### config.mk
export PLATFORM = sky130hd
export DESIGN_NAME = fwm_mark_ctrl
export DESIGN_NICKNAME = d
export VERILOG_FILES = /design/src/rtl/fwm_pkg.sv /design/src/rtl/fwm_bit_mark.sv /design/src/rtl/fwm_mark_ctrl.sv
export SDC_FILE = /design/constraint.sdc
export NUM_CORES = 1
export LEC_CHECK = 0
export BUFFER_PORTS_ARGS = -buffer_cell sky130_fd_sc_hd__buf_4
export CORE_AREA = 2 2 347 349
export CTS_CLUSTER_DIAMETER = 60
export DETAILED_ROUTE_END_ITERATION = 7
export DIE_AREA = 0 0 349 351
export PLACE_DENSITY = 0.43
export SYNTH_ARGS = -nofsm -noshare
export SYNTH_HDL_FRONTEND = slang
export SYNTH_SLANG_ARGS = --single-unit
### constraint.sdc
create_clock -name core_clk_i -period 4.7 [get_ports core_clk_i]
set_input_delay 0.47 -clock core_clk_i [delete_from_list [all_inputs] [get_ports core_clk_i]]
set_output_delay 0.47 -clock core_clk_i [all_outputs]
set_load 0.005 [all_outputs]
### src/rtl/fwm_pkg.sv
package fwm_pkg;
  // Channel layout
  localparam int unsigned NUM_CHAN = 16;
  localparam int unsigned SAMPLE_W = 24;
  localparam int unsigned CHAN_NUM_W = 7;
  // Payload layout
  localparam int unsigned STAMP_W = 16;
  localparam int unsigned LOC_W = 20;
  localparam int unsigned PAYLOAD_W = STAMP_W + LOC_W;
  localparam int unsigned BIT_IDX_W = 6;
  // Last quarter-hour index of a 366-day year
  localparam logic [STAMP_W-1:0] STAMP_LAST = 16'h893f;
  // Register bus
  localparam int unsigned ADDR_W = 4;
  localparam logic [ADDR_W-1:0] CTRL_ADDR = 4'h0;
  localparam logic [ADDR_W-1:0] STAMP_ADDR = 4'h1;
  localparam logic [ADDR_W-1:0] LOC_ADDR = 4'h2;
  localparam logic [ADDR_W-1:0] STATUS_ADDR = 4'h3;
  localparam logic [ADDR_W-1:0] REPEAT_ADDR = 4'h4;
  // Control register fields
  localparam int unsigned CTRL_IMG_OFF_BIT = 0;
  localparam int unsigned CTRL_AUD_OFF_BIT = 1;
  localparam int unsigned CTRL_SEL_BIT = 2;
  localparam int unsigned CTRL_THR_LSB = 8;
  localparam logic [31:0] LOC_W_REPORT = 32'h0000_0014;
  // Default samples per payload bit: all 36 bits well inside five minutes at 48 kHz
  localparam logic [31:0] REPEAT_DEFAULT = 32'h0002_bf20;
  // Last bit index within payload
  localparam logic [BIT_IDX_W-1:0] BIT_LAST = 6'h23;
endpackage

### src/rtl/fwm_bit_mark.sv
`timescale 1ns/1ns
`default_nettype none
// Applies one payload bit to a sample by XOR into the LSB; bypass passes bit-exact
module fwm_bit_mark (
  // Sample in
  input wire logic [fwm_pkg::SAMPLE_W-1:0] sample_i,
  input wire logic mark_en_i,
  input wire logic bit_i,
  // Sample out
  output logic [fwm_pkg::SAMPLE_W-1:0] sample_o
);
  // Unmarked samples are copied unchanged
  always_comb begin
    sample_o = sample_i;
    if (mark_en_i) begin
      sample_o[0] = sample_i[0] ^ bit_i;
    end
  end
endmodule
`default_nettype wire

### src/rtl/fwm_mark_ctrl.sv
`timescale 1ns/1ns
`default_nettype none
module fwm_mark_ctrl (
  // Clock and reset
  input wire logic core_clk_i,
  input wire logic rst_i,
  // Register port
  input wire logic [fwm_pkg::ADDR_W-1:0] addr_i,
  input wire logic [31:0] wdata_i,
  input wire logic wr_i,
  input wire logic rd_i,
  output logic [31:0] rdata_o,
  // Timing and composition
  input wire logic quarter_tick_i,
  input wire logic comp_start_i,
  input wire logic comp_end_i,
  // Audio in
  input wire logic aud_valid_i,
  input wire logic [fwm_pkg::NUM_CHAN*fwm_pkg::SAMPLE_W-1:0] aud_data_i,
  // Image in
  input wire logic img_valid_i,
  input wire logic [fwm_pkg::SAMPLE_W-1:0] img_data_i,
  // Audio out
  output logic aud_valid_o,
  output logic [fwm_pkg::NUM_CHAN*fwm_pkg::SAMPLE_W-1:0] aud_data_o,
  // Image out
  output logic img_valid_o,
  output logic [fwm_pkg::SAMPLE_W-1:0] img_data_o,
  // Status
  output logic comp_active_o,
  output logic [fwm_pkg::BIT_IDX_W-1:0] bit_idx_o
);
  typedef enum logic [0:0] {IDLE, PLAY} comp_state_type;

  comp_state_type state_q;
  logic [31:0] ctrl_q;
  logic [fwm_pkg::STAMP_W-1:0] stamp_q;
  logic [fwm_pkg::LOC_W-1:0] loc_q;
  logic [31:0] repeat_q;
  logic [31:0] rep_cnt_q;
  logic [fwm_pkg::BIT_IDX_W-1:0] bit_idx_q;
  logic [fwm_pkg::PAYLOAD_W-1:0] payload_q;
  logic img_off_q;
  logic aud_off_q;
  logic sel_q;
  logic [fwm_pkg::CHAN_NUM_W-1:0] thr_q;
  logic cur_bit;
  logic [fwm_pkg::NUM_CHAN*fwm_pkg::SAMPLE_W-1:0] aud_mark;
  logic [fwm_pkg::SAMPLE_W-1:0] img_mark;
  logic [fwm_pkg::NUM_CHAN-1:0] chan_en;

  // Channel numbered ch (1-based) is marked under the latched settings
  function automatic logic chan_marked(input int unsigned ch, input logic aud_off, input logic sel,
                                       input logic [fwm_pkg::CHAN_NUM_W-1:0] thr);
    logic r;
    r = 1'b1;
    if (sel) begin
      r = (thr > fwm_pkg::CHAN_NUM_W'(fwm_pkg::NUM_CHAN)) || (fwm_pkg::CHAN_NUM_W'(ch) <= thr);
    end else if (aud_off) begin
      r = 1'b0;
    end
    return r;
  endfunction

  // Composition state
  always_ff @(posedge core_clk_i) begin
    if (rst_i) begin
      state_q <= IDLE;
    end else begin
      case (state_q)
        IDLE: begin
          if (comp_start_i) begin
            state_q <= PLAY;
          end
        end
        PLAY: begin
          if (comp_end_i) begin
            state_q <= IDLE;
          end
        end
        default: state_q <= IDLE;
      endcase
    end
  end

  // Latch disable and threshold at composition start only
  always_ff @(posedge core_clk_i) begin
    if (rst_i) begin
      img_off_q <= 1'b0;
      aud_off_q <= 1'b0;
      sel_q <= 1'b0;
      thr_q <= '0;
    end else if (state_q == IDLE && comp_start_i) begin
      img_off_q <= ctrl_q[fwm_pkg::CTRL_IMG_OFF_BIT];
      aud_off_q <= ctrl_q[fwm_pkg::CTRL_AUD_OFF_BIT];
      sel_q <= ctrl_q[fwm_pkg::CTRL_SEL_BIT];
      thr_q <= ctrl_q[fwm_pkg::CTRL_THR_LSB +: fwm_pkg::CHAN_NUM_W];
    end
  end

  // Software registers
  always_ff @(posedge core_clk_i) begin
    if (rst_i) begin
      ctrl_q <= '0;
      loc_q <= '0;
      repeat_q <= fwm_pkg::REPEAT_DEFAULT;
    end else if (wr_i) begin
      case (addr_i)
        fwm_pkg::CTRL_ADDR: ctrl_q <= wdata_i;
        fwm_pkg::LOC_ADDR: loc_q <= wdata_i[fwm_pkg::LOC_W-1:0];
        fwm_pkg::REPEAT_ADDR: repeat_q <= wdata_i;
        default: ;
      endcase
    end
  end

  // Quarter-hour timestamp, wraps after the last quarter hour of a 366-day year
  always_ff @(posedge core_clk_i) begin
    if (rst_i) begin
      stamp_q <= '0;
    end else if (wr_i && addr_i == fwm_pkg::STAMP_ADDR) begin
      stamp_q <= wdata_i[fwm_pkg::STAMP_W-1:0];
    end else if (quarter_tick_i) begin
      stamp_q <= (stamp_q >= fwm_pkg::STAMP_LAST) ? '0 : stamp_q + 1'b1;
    end
  end

  // Payload bit walk: one bit per repeat interval slice, snapshot at each cycle start
  always_ff @(posedge core_clk_i) begin
    if (rst_i) begin
      rep_cnt_q <= '0;
      bit_idx_q <= '0;
      payload_q <= '0;
    end else if (state_q == IDLE) begin
      rep_cnt_q <= '0;
      bit_idx_q <= '0;
      payload_q <= {stamp_q, loc_q};
    end else if (aud_valid_i) begin
      if (rep_cnt_q + 32'h1 >= repeat_q) begin
        rep_cnt_q <= '0;
        if (bit_idx_q == fwm_pkg::BIT_LAST) begin
          bit_idx_q <= '0;
          payload_q <= {stamp_q, loc_q};
        end else begin
          bit_idx_q <= bit_idx_q + 1'b1;
        end
      end else begin
        rep_cnt_q <= rep_cnt_q + 32'h1;
      end
    end
  end

  assign cur_bit = payload_q[fwm_pkg::PAYLOAD_W - 1 - bit_idx_q];

  // Per-channel marking, same payload in every channel and the image
  generate
    for (genvar ch = 0; ch < fwm_pkg::NUM_CHAN; ch++) begin : g_chan
      assign chan_en[ch] = (state_q == PLAY) && chan_marked(ch + 1, aud_off_q, sel_q, thr_q);
      fwm_bit_mark u_mark (
        .sample_i(aud_data_i[ch*fwm_pkg::SAMPLE_W +: fwm_pkg::SAMPLE_W]),
        .mark_en_i(chan_en[ch]),
        .bit_i(cur_bit),
        .sample_o(aud_mark[ch*fwm_pkg::SAMPLE_W +: fwm_pkg::SAMPLE_W])
      );
    end
  endgenerate

  fwm_bit_mark u_img_mark (
    .sample_i(img_data_i),
    .mark_en_i((state_q == PLAY) && !img_off_q),
    .bit_i(cur_bit),
    .sample_o(img_mark)
  );

  // Audio output: every valid sample forwarded in order, one cycle late
  always_ff @(posedge core_clk_i) begin
    if (rst_i) begin
      aud_valid_o <= 1'b0;
      aud_data_o <= '0;
    end else begin
      aud_valid_o <= aud_valid_i;
      if (aud_valid_i) begin
        aud_data_o <= aud_mark;
      end
    end
  end

  // Image output
  always_ff @(posedge core_clk_i) begin
    if (rst_i) begin
      img_valid_o <= 1'b0;
      img_data_o <= '0;
    end else begin
      img_valid_o <= img_valid_i;
      if (img_valid_i) begin
        img_data_o <= img_mark;
      end
    end
  end

  // Status outputs
  always_ff @(posedge core_clk_i) begin
    if (rst_i) begin
      comp_active_o <= 1'b0;
      bit_idx_o <= '0;
    end else begin
      comp_active_o <= (state_q == PLAY);
      bit_idx_o <= bit_idx_q;
    end
  end

  // Read data one cycle after the strobe, zero otherwise and for unmapped addresses
  always_ff @(posedge core_clk_i) begin
    if (rst_i) begin
      rdata_o <= '0;
    end else if (rd_i) begin
      case (addr_i)
        fwm_pkg::CTRL_ADDR: rdata_o <= ctrl_q;
        fwm_pkg::STAMP_ADDR: rdata_o <= {16'h0000, stamp_q};
        fwm_pkg::LOC_ADDR: rdata_o <= {12'h000, loc_q};
        fwm_pkg::STATUS_ADDR: rdata_o <= {fwm_pkg::LOC_W_REPORT[15:0], 9'h000, bit_idx_q, (state_q == PLAY)};
        fwm_pkg::REPEAT_ADDR: rdata_o <= repeat_q;
        default: rdata_o <= '0;
      endcase
    end else begin
      rdata_o <= '0;
    end
  end
endmodule
`default_nettype wire

# Yosys cells after proc, flatten, opt, wreduce, memory -nomap -nowiden

Cells that the tools add are included.

$add $sub $neg: 4
Equality and inequality tests: 8
Reduce and logical (&&, ||, !) cells: 45
Muxes and demuxes: 49
Bitwise gates (word level): 19
Order comparisons: 20

Operator list:

| cell                  | count |
|---|---|
| $pmux 32 s5           | 1 |
| $mux 36               | 4 |
| $le 4x7->1 const A    | 8 |
| $mux 16               | 3 |
| $mux 1                | 37 |
| $add 32x1->32 const B | 1 |
| $ge 32x32->1          | 1 |
| $lt 32x7->1 const B   | 1 |
| $mux 32               | 1 |
| $le 3x7->1 const A    | 4 |
| $logic_and 1x1->1     | 19 |
| $xor 1x1->1           | 17 |
| $add 16x1->16 const B | 1 |
| $ge 16x16->1 const B  | 1 |
| $logic_or 1x1->1      | 16 |
| $le 2x7->1 const A    | 2 |
| $eq 4x2->1 const B    | 2 |
| $reduce_and 2->1      | 4 |
| $gt 7x5->1 const B    | 1 |
| $le 1x7->1 const A    | 1 |
| $le 5x7->1 const A    | 1 |
| $sub 6x6->7 const A   | 1 |
| $add 6x1->6 const B   | 1 |
| $bmux 1 s6            | 1 |
| 13 further kinds      | 16 |

Flip-flop bits (word level): 634
Word-level logic and storage cells: 164
Bits of input ports: 453
Output and inout port bits: 449

# Longest topological paths before layout

Gate-level depths: netlist of the first run.

Depth after elaboration: 5
Depth in mapped cells: 18
Depth with buffers taken out: 14

# Modules after synthesis

Synthesis of the first run repeated with hierarchy kept, for this count alone.

Cell total of the unflattened synthesis: 3,069
Area, all modules: 28,342.2 sq um

By module, submodules not included:

| module        | area an instance (sq um) | cells an instance | sequential area each (sq um) | instances |
|---|---|---|---|---|
| fwm_mark_ctrl | 25,194.2                 | 2,644             | 12,692.2                     | 1 |
| fwm_bit_mark  | 185.2                    | 25                | 0.0                          | 17 |

# Worst setup path after synthesis of the first run

No wires, ideal clock.

Kind: flip-flop to flip-flop
Start: reg rep_cnt_q[2]
End: reg rep_cnt_q[20]
Cell stages (with the launch flop): 19
Setup slack: 0.727 ns
Required time: 4.640 ns
Library setup time: 0.060 ns
Period minus slack after synthesis: 3.973 ns
Buffers on the path: 4
Arrival time: 3.913 ns
Cells stage by stage: dfxtp_1 > nand3_2 > or2_0 > clkbuf_1 > or4b_1 > buf_2 > nor2_4 > nand2_1 > xnor2_1 > ha_1 > a21o_1 > a21o_1 > a221oi_1 > o21ai_0 > a21oi_1 > and3_1 > clkbuf_1 > clkbuf_1 > a221o_1

Word-level cells in the longest chain between the ends: 3

Ends and longest elaborated chain:

| element                  | RTL line                                   | source |
|---|---|---|
| start: declaration       | fwm_mark_ctrl.sv:40                        | `logic [31:0] rep_cnt_q;` |
| start signal: assignment | fwm_mark_ctrl.sv:148                       | `rep_cnt_q <= rep_cnt_q + 32'h1;` |
| $add 32x1->32 *          | fwm_mark_ctrl.sv:139, fwm_mark_ctrl.sv:148 |  |
| $ge 32x32->1             | fwm_mark_ctrl.sv:139                       | `if (rep_cnt_q + 32'h1 >= repeat_q) begin` |
| $mux 32 *                | fwm_mark_ctrl.sv:139                       |  |

Mark *: on every way between the ends. The rest lies on a longest branch, timed or not.
A chain may end at the register's enable or synchronous reset.

# Worst setup path in the final report of the first run

Start: reg rep_cnt_q[2]
End: reg payload_q[15] in the netlist's numbering

Word-level cells in the longest chain between the ends: 4

Ends and longest elaborated chain:

| element                           | RTL line             | source |
|---|---|---|
| $add 32x1->32                     | fwm_mark_ctrl.sv:139 |  |
| $ge 32x32->1                      | fwm_mark_ctrl.sv:139 |  |
| $ne 2x1->1 (no source line)       | --                   |  |
| $reduce_and 3->1 (no source line) | --                   |  |
| end signal: assignment            | fwm_mark_ctrl.sv:137 | `payload_q <= {stamp_q, loc_q};` |
| end signal: assignment            | fwm_mark_ctrl.sv:143 | `payload_q <= {stamp_q, loc_q};` |
| end: declaration                  | fwm_mark_ctrl.sv:42  | `logic [fwm_pkg::PAYLOAD_W-1:0] payload_q;` |

Every way passes these cells.

==> results.txt, run 1 <==
----------------------------------------------------
[Worst hold path]
  Capture endpoint of the worst hold path ... aud_data_o[14]
  Hold path start ... aud_data_i[14]
  Worst Hold Depth ... 3
  Tightest Hold Check Type ... input port to flip-flop

[Critical path]
  Critical path class ... flip-flop to flip-flop
  Register-to-Register Path Depth ... 14
  Critical Path AT ... 4.71 ns
  RR Startpoint ... rep_cnt_q[2]
  Nature of the critical path startpoint ... flip-flop
  Endpoint of the most critical register-to-register path ... payload_q[15]
  Biggest fanout along the worst timing path ... 17
  Worst R2R Setup Slack ... 0.49 ns
  Element type at the critical path end ... flip-flop
  Worst endpoint required time ... 5.20 ns

[Detailed routing]
  Number of vias per cell ... 4.41
  Number of iterations in the first detailed-routing pass ... 7
  Violation count after the first detailed-routing iteration ... 1,404
  Post-detailed-route wirelength per cell ... 20.8 um
  Total via count in the routed design ... 23,100
  Aggregate routed wire length ... 109,000 um
  DRC violations left ... 0
  Number of nets still failing antenna checks after routing ... 0

[Flow run]
  Reported max-cap violation count ... 0

[CTS]
  TritonCTS clock tree ... yes
  Number of levels in the clock H-tree ... 3
  Setup Buffers After CTS ... 0
  Clock input transition at the sequential cells of the worst setup and hold paths ... 0.06 ns
  Total CTS buffers ... 86
  CTS root buffer ... clkbuf_16
  Clock tree sinks ... 634
  Worst-Skew Late Latency ... 0.65 ns
  Number of buffers on the longest clock path ... 3
  Total of cells resized after clock tree synthesis ... 0

[Timing]
  Highest achievable clock rate ... 0.238 GHz
  Unrepaired setup endpoints after global routing ... false
  Final TNS setup ... 0 ns
  Count of pins over their slew limit ... 0
  Hold Vio Cnt, Final ... 0
  Shortest clock period the worst path allows after layout ... 4.21 ns
  Post-route clock skew ... 0.0435 ns
  Setup violation total in the final timing report ... 0
  Final worst-path cycle share ... 89.5%
  Actual transition at the worst max-transition pin ... 1.12 ns
  Slew margin rel. ... 25.2%

[Global routing]
  Overflow left after global routing ... 0
  Overall routing resource usage ... 16.8%
  Antenna violations before repair ... 14
  Global-route wire length before repair ... 154,000 um
  Largest net degree at the start of global routing ... 177
  Vias in the first global route ... 22,000

[Synthesis]
  Dominant register cell in the synthesized netlist ... dfxtp_1
  Post-Synthesis Net Count ... 3,275
  Synthesized instance count ... 2,785
  Fraction of the yosys area taken by sequential cells ... 49.3%
  Count of different cell masters after synthesis ... 70
  Asr flop ratio synth ... 0%
  Avg Synthesized Cell Area ... 9.24 um^2
  Post-synthesis register bit count ... 634
  Number of flops mapped to enable cells by yosys ... 0
  Post-synth design cell area ... 25,700 um^2
  Synth warnings ... 0

[Cells and area]
  Most frequent cells in the layout ... buf_4, dfxtp_1, nor2_1
  Net count reported at finish ... 4,124
  End-of-flow core utilization ... 31.4%
  Share of final-layout standard cells stronger than drive strength 1 ... 30.0%
  Commonest non-fill, non-tap cell in the layout ... buf_4
  Synthesis-to-finish area growth ... 45.3%

[Place]
  Buffers on Ports ... 901
  Detailed Place HPWL ... 81,700 um
  Final weighted congestion of routability-driven global placement ... 0.802

[Floorplan]
  Floorplan die area ... 122,000 um^2
  Effective utilization at floorplan ... 21.6%
  Area of the core ... 119,000 um^2
  Die outline width ... 349 um
  Rows ... 127
  Die height ... 351 um
  Number of I/O pins ... 902

[Power and ir drop]
  Largest voltage drop on the vdd net ... 276 uV
  Power density normalized to cell area ... 376 nW/um^2
  Total Power Consumption ... 14.1 mW
  Standby leakage power ... 16.7 nW

[Status]
  Status ... finished, final reports clean

----------------------------------------------------
critical path, stage by stage, from the launching register on:
cell and delay [ns]:
dfxtp_1 0.43, nand3_2 0.15, or2_0 0.35, or4b_1 0.59, nor2_4 0.25, nand3_1 0.16, xnor2_1 0.16, ha_1 0.29
a21oi_1 0.14, o21ai_0 0.11, a221oi_1 0.43, o22ai_1 0.18, a21oi_4 0.36, buf_4 0.28, o311ai_0 0.16
stage by stage:
| step | hold WS (ns) | instance area (um^2) | std cells | setup WS, ns |
|---|---|---|---|---|
| global route | 0.0187 | 37400 | 5250 | 0.143 |
| CTS | 0.000155 | 37400 | 5248 | 0.443 |
| floorplan | 0.436 | 25700 | 2785 | 0.727 |
| detailed placement | 0.446 | 34000 | 5054 | 0.483 |
| global placement | 0.441 | 34000 | 5054 | 0.520 |
| finish | 0.0561 | 37400 | 5250 | 0.493 |
flip-flops by register name, indices dropped and copies added, names as in the netlist, 6 cells and up:
name,cells
thr_q,7
ctrl_q,32
stamp_q,16
img_data_o,24
bit_idx_o,6
loc_q,20
rdata_o,32
aud_data_o,384
rep_cnt_q,32
bit_idx_q,6
payload_q,36
repeat_q,32
report_power, final:
part           internal, mW  switching (mW)  total [mW]
logic                 0.758           0.672        1.43
clock network          4.21            2.67        6.87
registers              5.61           0.145        5.76
worst max-delay path by stage:
stage / from / end / slack [ns]
final: rep_cnt_q[2] / payload_q[15] / 0.49
after global routing: rep_cnt_q[2] / payload_q[1] / 0.14
after CTS: rep_cnt_q[2] / payload_q[15] / 0.44
after detailed placement: rep_cnt_q[2] / payload_q[15] / 0.48
after global placement: rep_cnt_q[2] / payload_q[14] / 0.52
after floorplan: rep_cnt_q[2] / rep_cnt_q[20] / 0.73
timing repair:
action,CTS,global route
endpoints found under the setup margin,0,0
hold buffers,40,0
endpoints found under the hold margin,40,0
cell usage after synthesis (10+ instances only):
library cell    n  area [um^2]
nor2_1        477         1790
o311ai_0       37          324
nand2_1       320         1200
or3_1          20          125
a221o_1        16          160
a222oi_1       19          190
inv_1          46          173
nor2b_1        10         62.6
mux2i_1       405         4050
nand4_1        11         68.8
o21ai_0        46          230
and3_1         51          319
xnor2_1        21          184
nand3_1        25          125
o211ai_1       12         90.1
a32oi_1        36          315
a22oi_1        18          135
and4_1         18          158
a21oi_1       153          766
dfxtp_1       634        12700
ha_1           37          463
buf_1          42          158
xor2_1         13          114
nor3_1         19         95.1
a21o_1         11         82.6
a311oi_1       20          175
clkbuf_1      167          627
kinds of logic after synthesis:
logic type	synth area share, %
AND/OR/NAND/NOR	16.6
AO/OA/AOI/OAI	10.8
buffers and inverters	4.09
flip-flops	49.3
adder cells (fa/ha/maj)	1.80
multiplexers	16.3
XOR/XNOR	1.16
layout make-up:
cell class	instances	area, um^2
fill	12600	81600
sequential	634	12700
multi-input combinational	1883	12000
timing repair buffer	980	7550
clock buffer	114	2470
tap	1548	1940
clock inverter	40	536
inverter	49	185
antenna	2	5.00
per-layer routing:
layer	share of wire [%]	GRT usage [%]
met3	7.7	4.98
met1	40	20.1
met4	2.7	5.44
met2	49	28.6
met5	0.13	0
(Power assumes the default switching activity.)
==> run 2, diff against run 1 <==
- RECOVER_POWER: unset -> 25
==> results.txt, run 2 (synthesis gave the netlist of run 1 again) <==
----------------------------------------------------
[Status]
  Status ... finished with violations
  Violated checks ... max-capacitance violations, max-slew violations

[Critical path]
  Endpoint of the most critical register-to-register path ... payload_q[15]
  CP Capture Point ... payload_q[15]
  Biggest fanout along the worst timing path ... 17
  RR Startpoint ... rep_cnt_q[2]
  Element type at the critical path end ... flip-flop
  Critical Path, Cell by Cell ... nand3_2 -> or2_0 -> or4b_1 -> nor2_4 -> nand3_1 -> xnor2_1 -> ha_1 -> a21oi_1 -> o21ai_0 -> a221oi_1 -> o22ai_1 -> a21oi_4 -> buf_4 -> o311ai_0
  Highest-delay cell along the critical path ... or4b_1
  Worst R2R Setup Slack ... 0.49 ns
  Critical Path AT ... 4.71 ns
  Stage delay of the slowest cell on the critical path ... 0.59 ns
  Critical Path Source ... rep_cnt_q[2]
  Register-to-Register Path Depth ... 14
  Critical path class ... flip-flop to flip-flop
  Worst endpoint required time ... 5.20 ns
  Nature of the critical path startpoint ... flip-flop

[Cells and area]
  Largest registers ... aud_data_o (384), payload_q (36)
  Fillers ... 12,600
  Flip-flop count of the largest register after layout ... 384
  Share of final-layout standard cells stronger than drive strength 1 ... 29.3%
  Commonest non-fill, non-tap cell in the layout ... buf_4
  Register name with the most flops ... aud_data_o
  End-of-flow core utilization ... 31.3%
  Area used by multi-input combinational logic ... 12,000 um^2
  Synthesis-to-finish area growth ... 44.7%
  Number of standard cells in the final layout excluding fillers ... 5,250
  Total non-filler cell area in the finished layout ... 37,300 um^2
  Sequential standard cell area ... 12,700 um^2
  Most frequent cells in the layout ... buf_4, dfxtp_1, nor2_1
  Net count reported at finish ... 4,124

[Timing]
  Setup violation total in the final timing report ... 0
  Highest achievable clock rate ... 0.238 GHz
  Smallest hold slack ... 0.0537 ns
  Count of pins over their slew limit ... 524
  Hold Vio Cnt, Final ... 0
  Slew margin rel. ... -124%
  Final worst-path cycle share ... 89.5%
  Final TNS setup ... 0 ns
  Final critical-path setup slack ... 0.492 ns
  Shortest clock period the worst path allows after layout ... 4.21 ns
  Actual transition at the worst max-transition pin ... 3.37 ns
  Post-route clock skew ... 0.0422 ns
  Unrepaired setup endpoints after global routing ... false

[Global routing]
  Overall routing resource usage ... 16.8%
  Overflow left after global routing ... 0
  Antenna violations before repair ... 14
  Global-route wire length before repair ... 154,000 um
  Largest net degree at the start of global routing ... 177
  Vias in the first global route ... 22,000

[Power and ir drop]
  Total Power Consumption ... 14.1 mW
  Standby leakage power ... 16.5 nW
  Largest voltage drop on the vdd net ... 277 uV
  Power density normalized to cell area ... 377 nW/um^2

[Floorplan]
  Effective utilization at floorplan ... 21.6%
  Area of the core ... 119,000 um^2
  Rows ... 127
  Number of I/O pins ... 902
  Die outline width ... 349 um
  Die height ... 351 um
  Floorplan die area ... 122,000 um^2

[Detailed routing]
  Violation count after the first detailed-routing iteration ... 1,321
  Post-detailed-route wirelength per cell ... 20.8 um
  DRC violations left ... 0
  Number of iterations in the first detailed-routing pass ... 8
  Number of vias per cell ... 4.42
  Aggregate routed wire length ... 109,000 um
  Number of nets still failing antenna checks after routing ... 0
  Total via count in the routed design ... 23,200

[Place]
  Buffers on Ports ... 901
  Detailed Place HPWL ... 81,700 um
  Final weighted congestion of routability-driven global placement ... 0.802
  Place WS ... 0.483 ns
  Placement-stage cell area ... 34,000 um^2
  Number of instances in the placed design ... 5,054

[Flow run]
  Reported max-cap violation count ... 5

[CTS]
  Total CTS buffers ... 86
  TritonCTS clock tree ... yes
  Worst-Skew Late Latency ... 0.65 ns
  Number of buffers added to fix hold violations after cts ... 40
  CTS root buffer ... clkbuf_16
  Number of levels in the clock H-tree ... 3
  Total of cells resized after clock tree synthesis ... 0
  Clock input transition at the sequential cells of the worst setup and hold paths ... 0.06 ns
  Number of buffers on the longest clock path ... 3
  Setup Buffers After CTS ... 0
  Clock tree sinks ... 634

[Worst hold path]
  Tightest Hold Check Type ... input port to flip-flop

----------------------------------------------------
run 2: changes by cell type in the layout (fill, tap and decap cells not counted), sizes merged:
cell      change
clkinv        -1
clkinvlp      +1
clkbuf       +82
buf          -82
run 2: routing by layer:
metal,vias up,track usage (%),share of wire (%),routed length (um)
li1,11400,-,-,-
met1,10800,20.1,40,43700
met2,761,28.6,50,54100
met3,151,4.98,7.6,8320
met4,24,5.44,2.7,2930
met5,-,0,0.14,151
run 2: report_power, final:
part,internal (mW),total (mW),switching (mW)
combinational,0.764,1.44,0.672
clock,4.21,6.87,2.66
sequential,5.61,5.76,0.145
total,10.6,14.1,3.48
run 2: critical path: cells and delay by family (launching register included):
family	cells	cell delay [ns]
fa+ha+maj	1	0.29
buf+inv	1	0.29
flops	1	0.43
simple gates	5	1.49
xor+xnor	1	0.16
compound gates	6	1.39
run 2: how the worst min path moves through the flow:
stage	to	slack [ns]	depth (start not counted)	from
floorplan	ctrl_q[15]	0.44	2	ctrl_q[15]
global placement	ctrl_q[17]	0.44	2	ctrl_q[17]
detailed placement	ctrl_q[30]	0.45	2	ctrl_q[30]
CTS	aud_data_o[59]	0.0002	3	aud_data_i[59]
global route	aud_data_o[333]	0.02	3	aud_data_i[333]
finish	aud_data_o[14]	0.05	3	aud_data_i[14]
run 2: layout make-up:
| class | instances | share of cell area, % |
|---|---|---|
| flip-flops and latches | 634 | 34.1 |
| multi-input cells | 1883 | 32.3 |
| repair buffers | 980 | 19.9 |
| clock buffers | 114 | 6.62 |
| well taps | 1548 | 5.20 |
| clock inverters | 40 | 1.44 |
| inverters | 49 | 0.497 |
| diodes | 2 | 0.0134 |
==> run 3, diff against run 2 <==
==> constraint.sdc (replaced) <==
create_clock -name core_clk_i -period 4.7 [get_ports core_clk_i]
set_input_delay 0.47 -clock core_clk_i [delete_from_list [all_inputs] [get_ports core_clk_i]]
set_output_delay 0.47 -clock core_clk_i [all_outputs]
set_load 0.1 [all_outputs]
==> results.txt, run 3 (synthesis gave the netlist of run 1 again) <==
----------------------------------------------------
[Status]
  Status ... finished with violations
  Violated checks ... max-capacitance violations, max-slew violations

[CTS]
  Number of buffers on the longest clock path ... 3
  Clock input transition at the sequential cells of the worst setup and hold paths ... 0.06 ns
  Worst-Skew Late Latency ... 0.65 ns
  Total of cells resized after clock tree synthesis ... 0
  TritonCTS clock tree ... yes
  Number of levels in the clock H-tree ... 3
  Clock tree sinks ... 634
  Total CTS buffers ... 86
  Setup Buffers After CTS ... 0
  CTS root buffer ... clkbuf_16

[Critical path]
  Combined buffer and inverter count along the critical path ... 1
  Highest-delay cell along the critical path ... or4b_1
  Critical Path, Cell by Cell ... nand3_2 -> or2_0 -> or4b_1 -> nor2_4 -> nand3_1 -> xnor2_1 -> ha_1 -> a21oi_1 -> o21ai_0 -> a221oi_1 -> o22ai_1 -> a21oi_4 -> buf_4 -> o311ai_0
  Worst path top cell family by delay ... simple AND/OR/NAND/NOR gates
  Element type at the critical path end ... flip-flop
  Critical Path AT ... 4.71 ns
  Stage delay of the slowest cell on the critical path ... 0.59 ns
  Critical path class ... flip-flop to flip-flop
  Worst endpoint required time ... 5.20 ns
  Nature of the critical path startpoint ... flip-flop
  Biggest fanout along the worst timing path ... 17

[Floorplan]
  Effective utilization at floorplan ... 21.6%
  Number of I/O pins ... 902
  Die height ... 351 um
  Floorplan die area ... 122,000 um^2
  Die outline width ... 349 um
  Area of the core ... 119,000 um^2
  Rows ... 127

[Cells and area]
  Commonest non-fill, non-tap cell in the layout ... buf_4
  Largest registers ... aud_data_o (384), payload_q (36)
  Synthesis-to-finish area growth ... 44.6%
  Sequential standard cell area ... 12,700 um^2
  Area used by multi-input combinational logic ... 12,000 um^2
  Fillers ... 12,600
  Net count reported at finish ... 4,124
  Number of standard cells in the final layout excluding fillers ... 5,250
  Flip-flop count of the largest register after layout ... 384
  Most frequent cells in the layout ... buf_4, dfxtp_1, nor2_1
  Share of final-layout standard cells stronger than drive strength 1 ... 29.2%
  Total non-filler cell area in the finished layout ... 37,200 um^2
  Register name with the most flops ... aud_data_o

[Flow run]
  Reported max-cap violation count ... 6

[Timing]
  Count of pins over their slew limit ... 583
  Setup violation total in the final timing report ... 0
  Final TNS setup ... 0 ns
  Hold Vio Cnt, Final ... 0
  Highest achievable clock rate ... 0.238 GHz
  Post-route clock skew ... 0.0439 ns
  Actual transition at the worst max-transition pin ... 3.35 ns
  Smallest hold slack ... 0.0545 ns
  Shortest clock period the worst path allows after layout ... 4.21 ns
  Slew margin rel. ... -124%
  Unrepaired setup endpoints after global routing ... false
  Final worst-path cycle share ... 89.5%

[Global routing]
  Largest net degree at the start of global routing ... 177
  Global-route wire length before repair ... 154,000 um
  Overflow left after global routing ... 0
  Overall routing resource usage ... 16.8%
  Vias in the first global route ... 22,000
  Antenna violations before repair ... 14

[Detailed routing]
  Violation count after the first detailed-routing iteration ... 1,409
  Number of nets still failing antenna checks after routing ... 0
  DRC violations left ... 0
  Aggregate routed wire length ... 109,000 um
  Number of vias per cell ... 4.40
  Post-detailed-route wirelength per cell ... 20.8 um
  Number of iterations in the first detailed-routing pass ... 6
  Total via count in the routed design ... 23,100

[Place]
  Final weighted congestion of routability-driven global placement ... 0.802
  Placement-stage cell area ... 34,000 um^2
  Detailed Place HPWL ... 81,700 um
  Buffers on Ports ... 901
  Number of instances in the placed design ... 5,054

[Power and ir drop]
  Comb pwr share ... 18.9%
  Proportion of power drawn by the clock network ... 44.1%
  Switching power of the nets ... 4.97 mW
  Sequential share of power ... 37.0%
  Power density normalized to cell area ... 418 nW/um^2
  Int Pwr ... 10.6 mW
  Largest voltage drop on the vdd net ... 275 uV
  Standby leakage power ... 16.5 nW
  Switching power share of the total ... 31.9%

[Worst hold path]
  Tightest Hold Check Type ... input port to flip-flop

----------------------------------------------------
run 3: changes by cell type in the layout (fill, tap and decap cells not counted), sizes merged:
| cell | previous run | this run |
|---|---|---|
| clkbuf | 196 | 151 |
| buf | 858 | 903 |
run 3: worst paths after layout:
check	depth (start not counted)	slack [ns]	endpoint	startpoint
hold / removal	3	0.05	aud_data_o[14]	aud_data_i[14]
hold reg to reg	2	0.45	ctrl_q[27]	ctrl_q[27]
setup reg to reg	14	0.49	payload_q[15]	rep_cnt_q[2]
setup / recovery	14	0.49	payload_q[15]	rep_cnt_q[2]
run 3: cell type report:
type,count,area share (%)
Sequential cell,634,34.1
Multi-Input combinational cell,1883,32.3
Timing Repair Buffer,980,19.8
Clock buffer,114,6.63
Tap cell,1548,5.20
Clock inverter,40,1.44
Inverter,49,0.497
Antenna cell,2,0.0134
run 3: what timing repair did:
item | CTS | global route
hold buffers | 40 | 0
endpoints found under the setup margin | 0 | 0
hold endpoints to repair | 40 | 0
run 3: through the flow:
| step | power (mW) | setup slack (ns) | utilization (%) |
|---|---|---|---|
| after floorplan | 7.89 | 0.727 | - |
| after CTS | 15.8 | 0.443 | 31.4 |
| after global placement | 8.80 | 0.520 | 28.6 |
| final | 15.6 | 0.492 | 31.3 |
| after global routing | 16.1 | 0.143 | 31.3 |
| after detailed placement | 8.81 | 0.483 | 28.6 |
run 3: routing by layer:
metal  vias to the layer above  global-route usage, %  part of all wire, %
li1                      11400                      -                    -
met2                       763                   28.6                   50
met1                     10800                   20.1                   40
met4                        24                   5.44                  2.7
met5                         -                      0                 0.13
met3                       151                   4.98                  7.8
run 3: power groups by stage:
stage / logic [mW] / clock network, mW / registers [mW]
6_report: 2.95 / 6.87 / 5.76
5_1_grt: 3.07 / 7.28 / 5.79
4_1_cts: 2.97 / 7.07 / 5.76
3_5_place_dp: 2.94 / 0 / 5.87
3_3_place_gp: 2.93 / 0 / 5.87
2_1_floorplan: 0.545 / 0 / 7.35
run 3: worst min-delay path, stage by stage:
cell and delay [ns]:
buf_4 0.07, mux2i_1 0.05, nor2_1 0.07
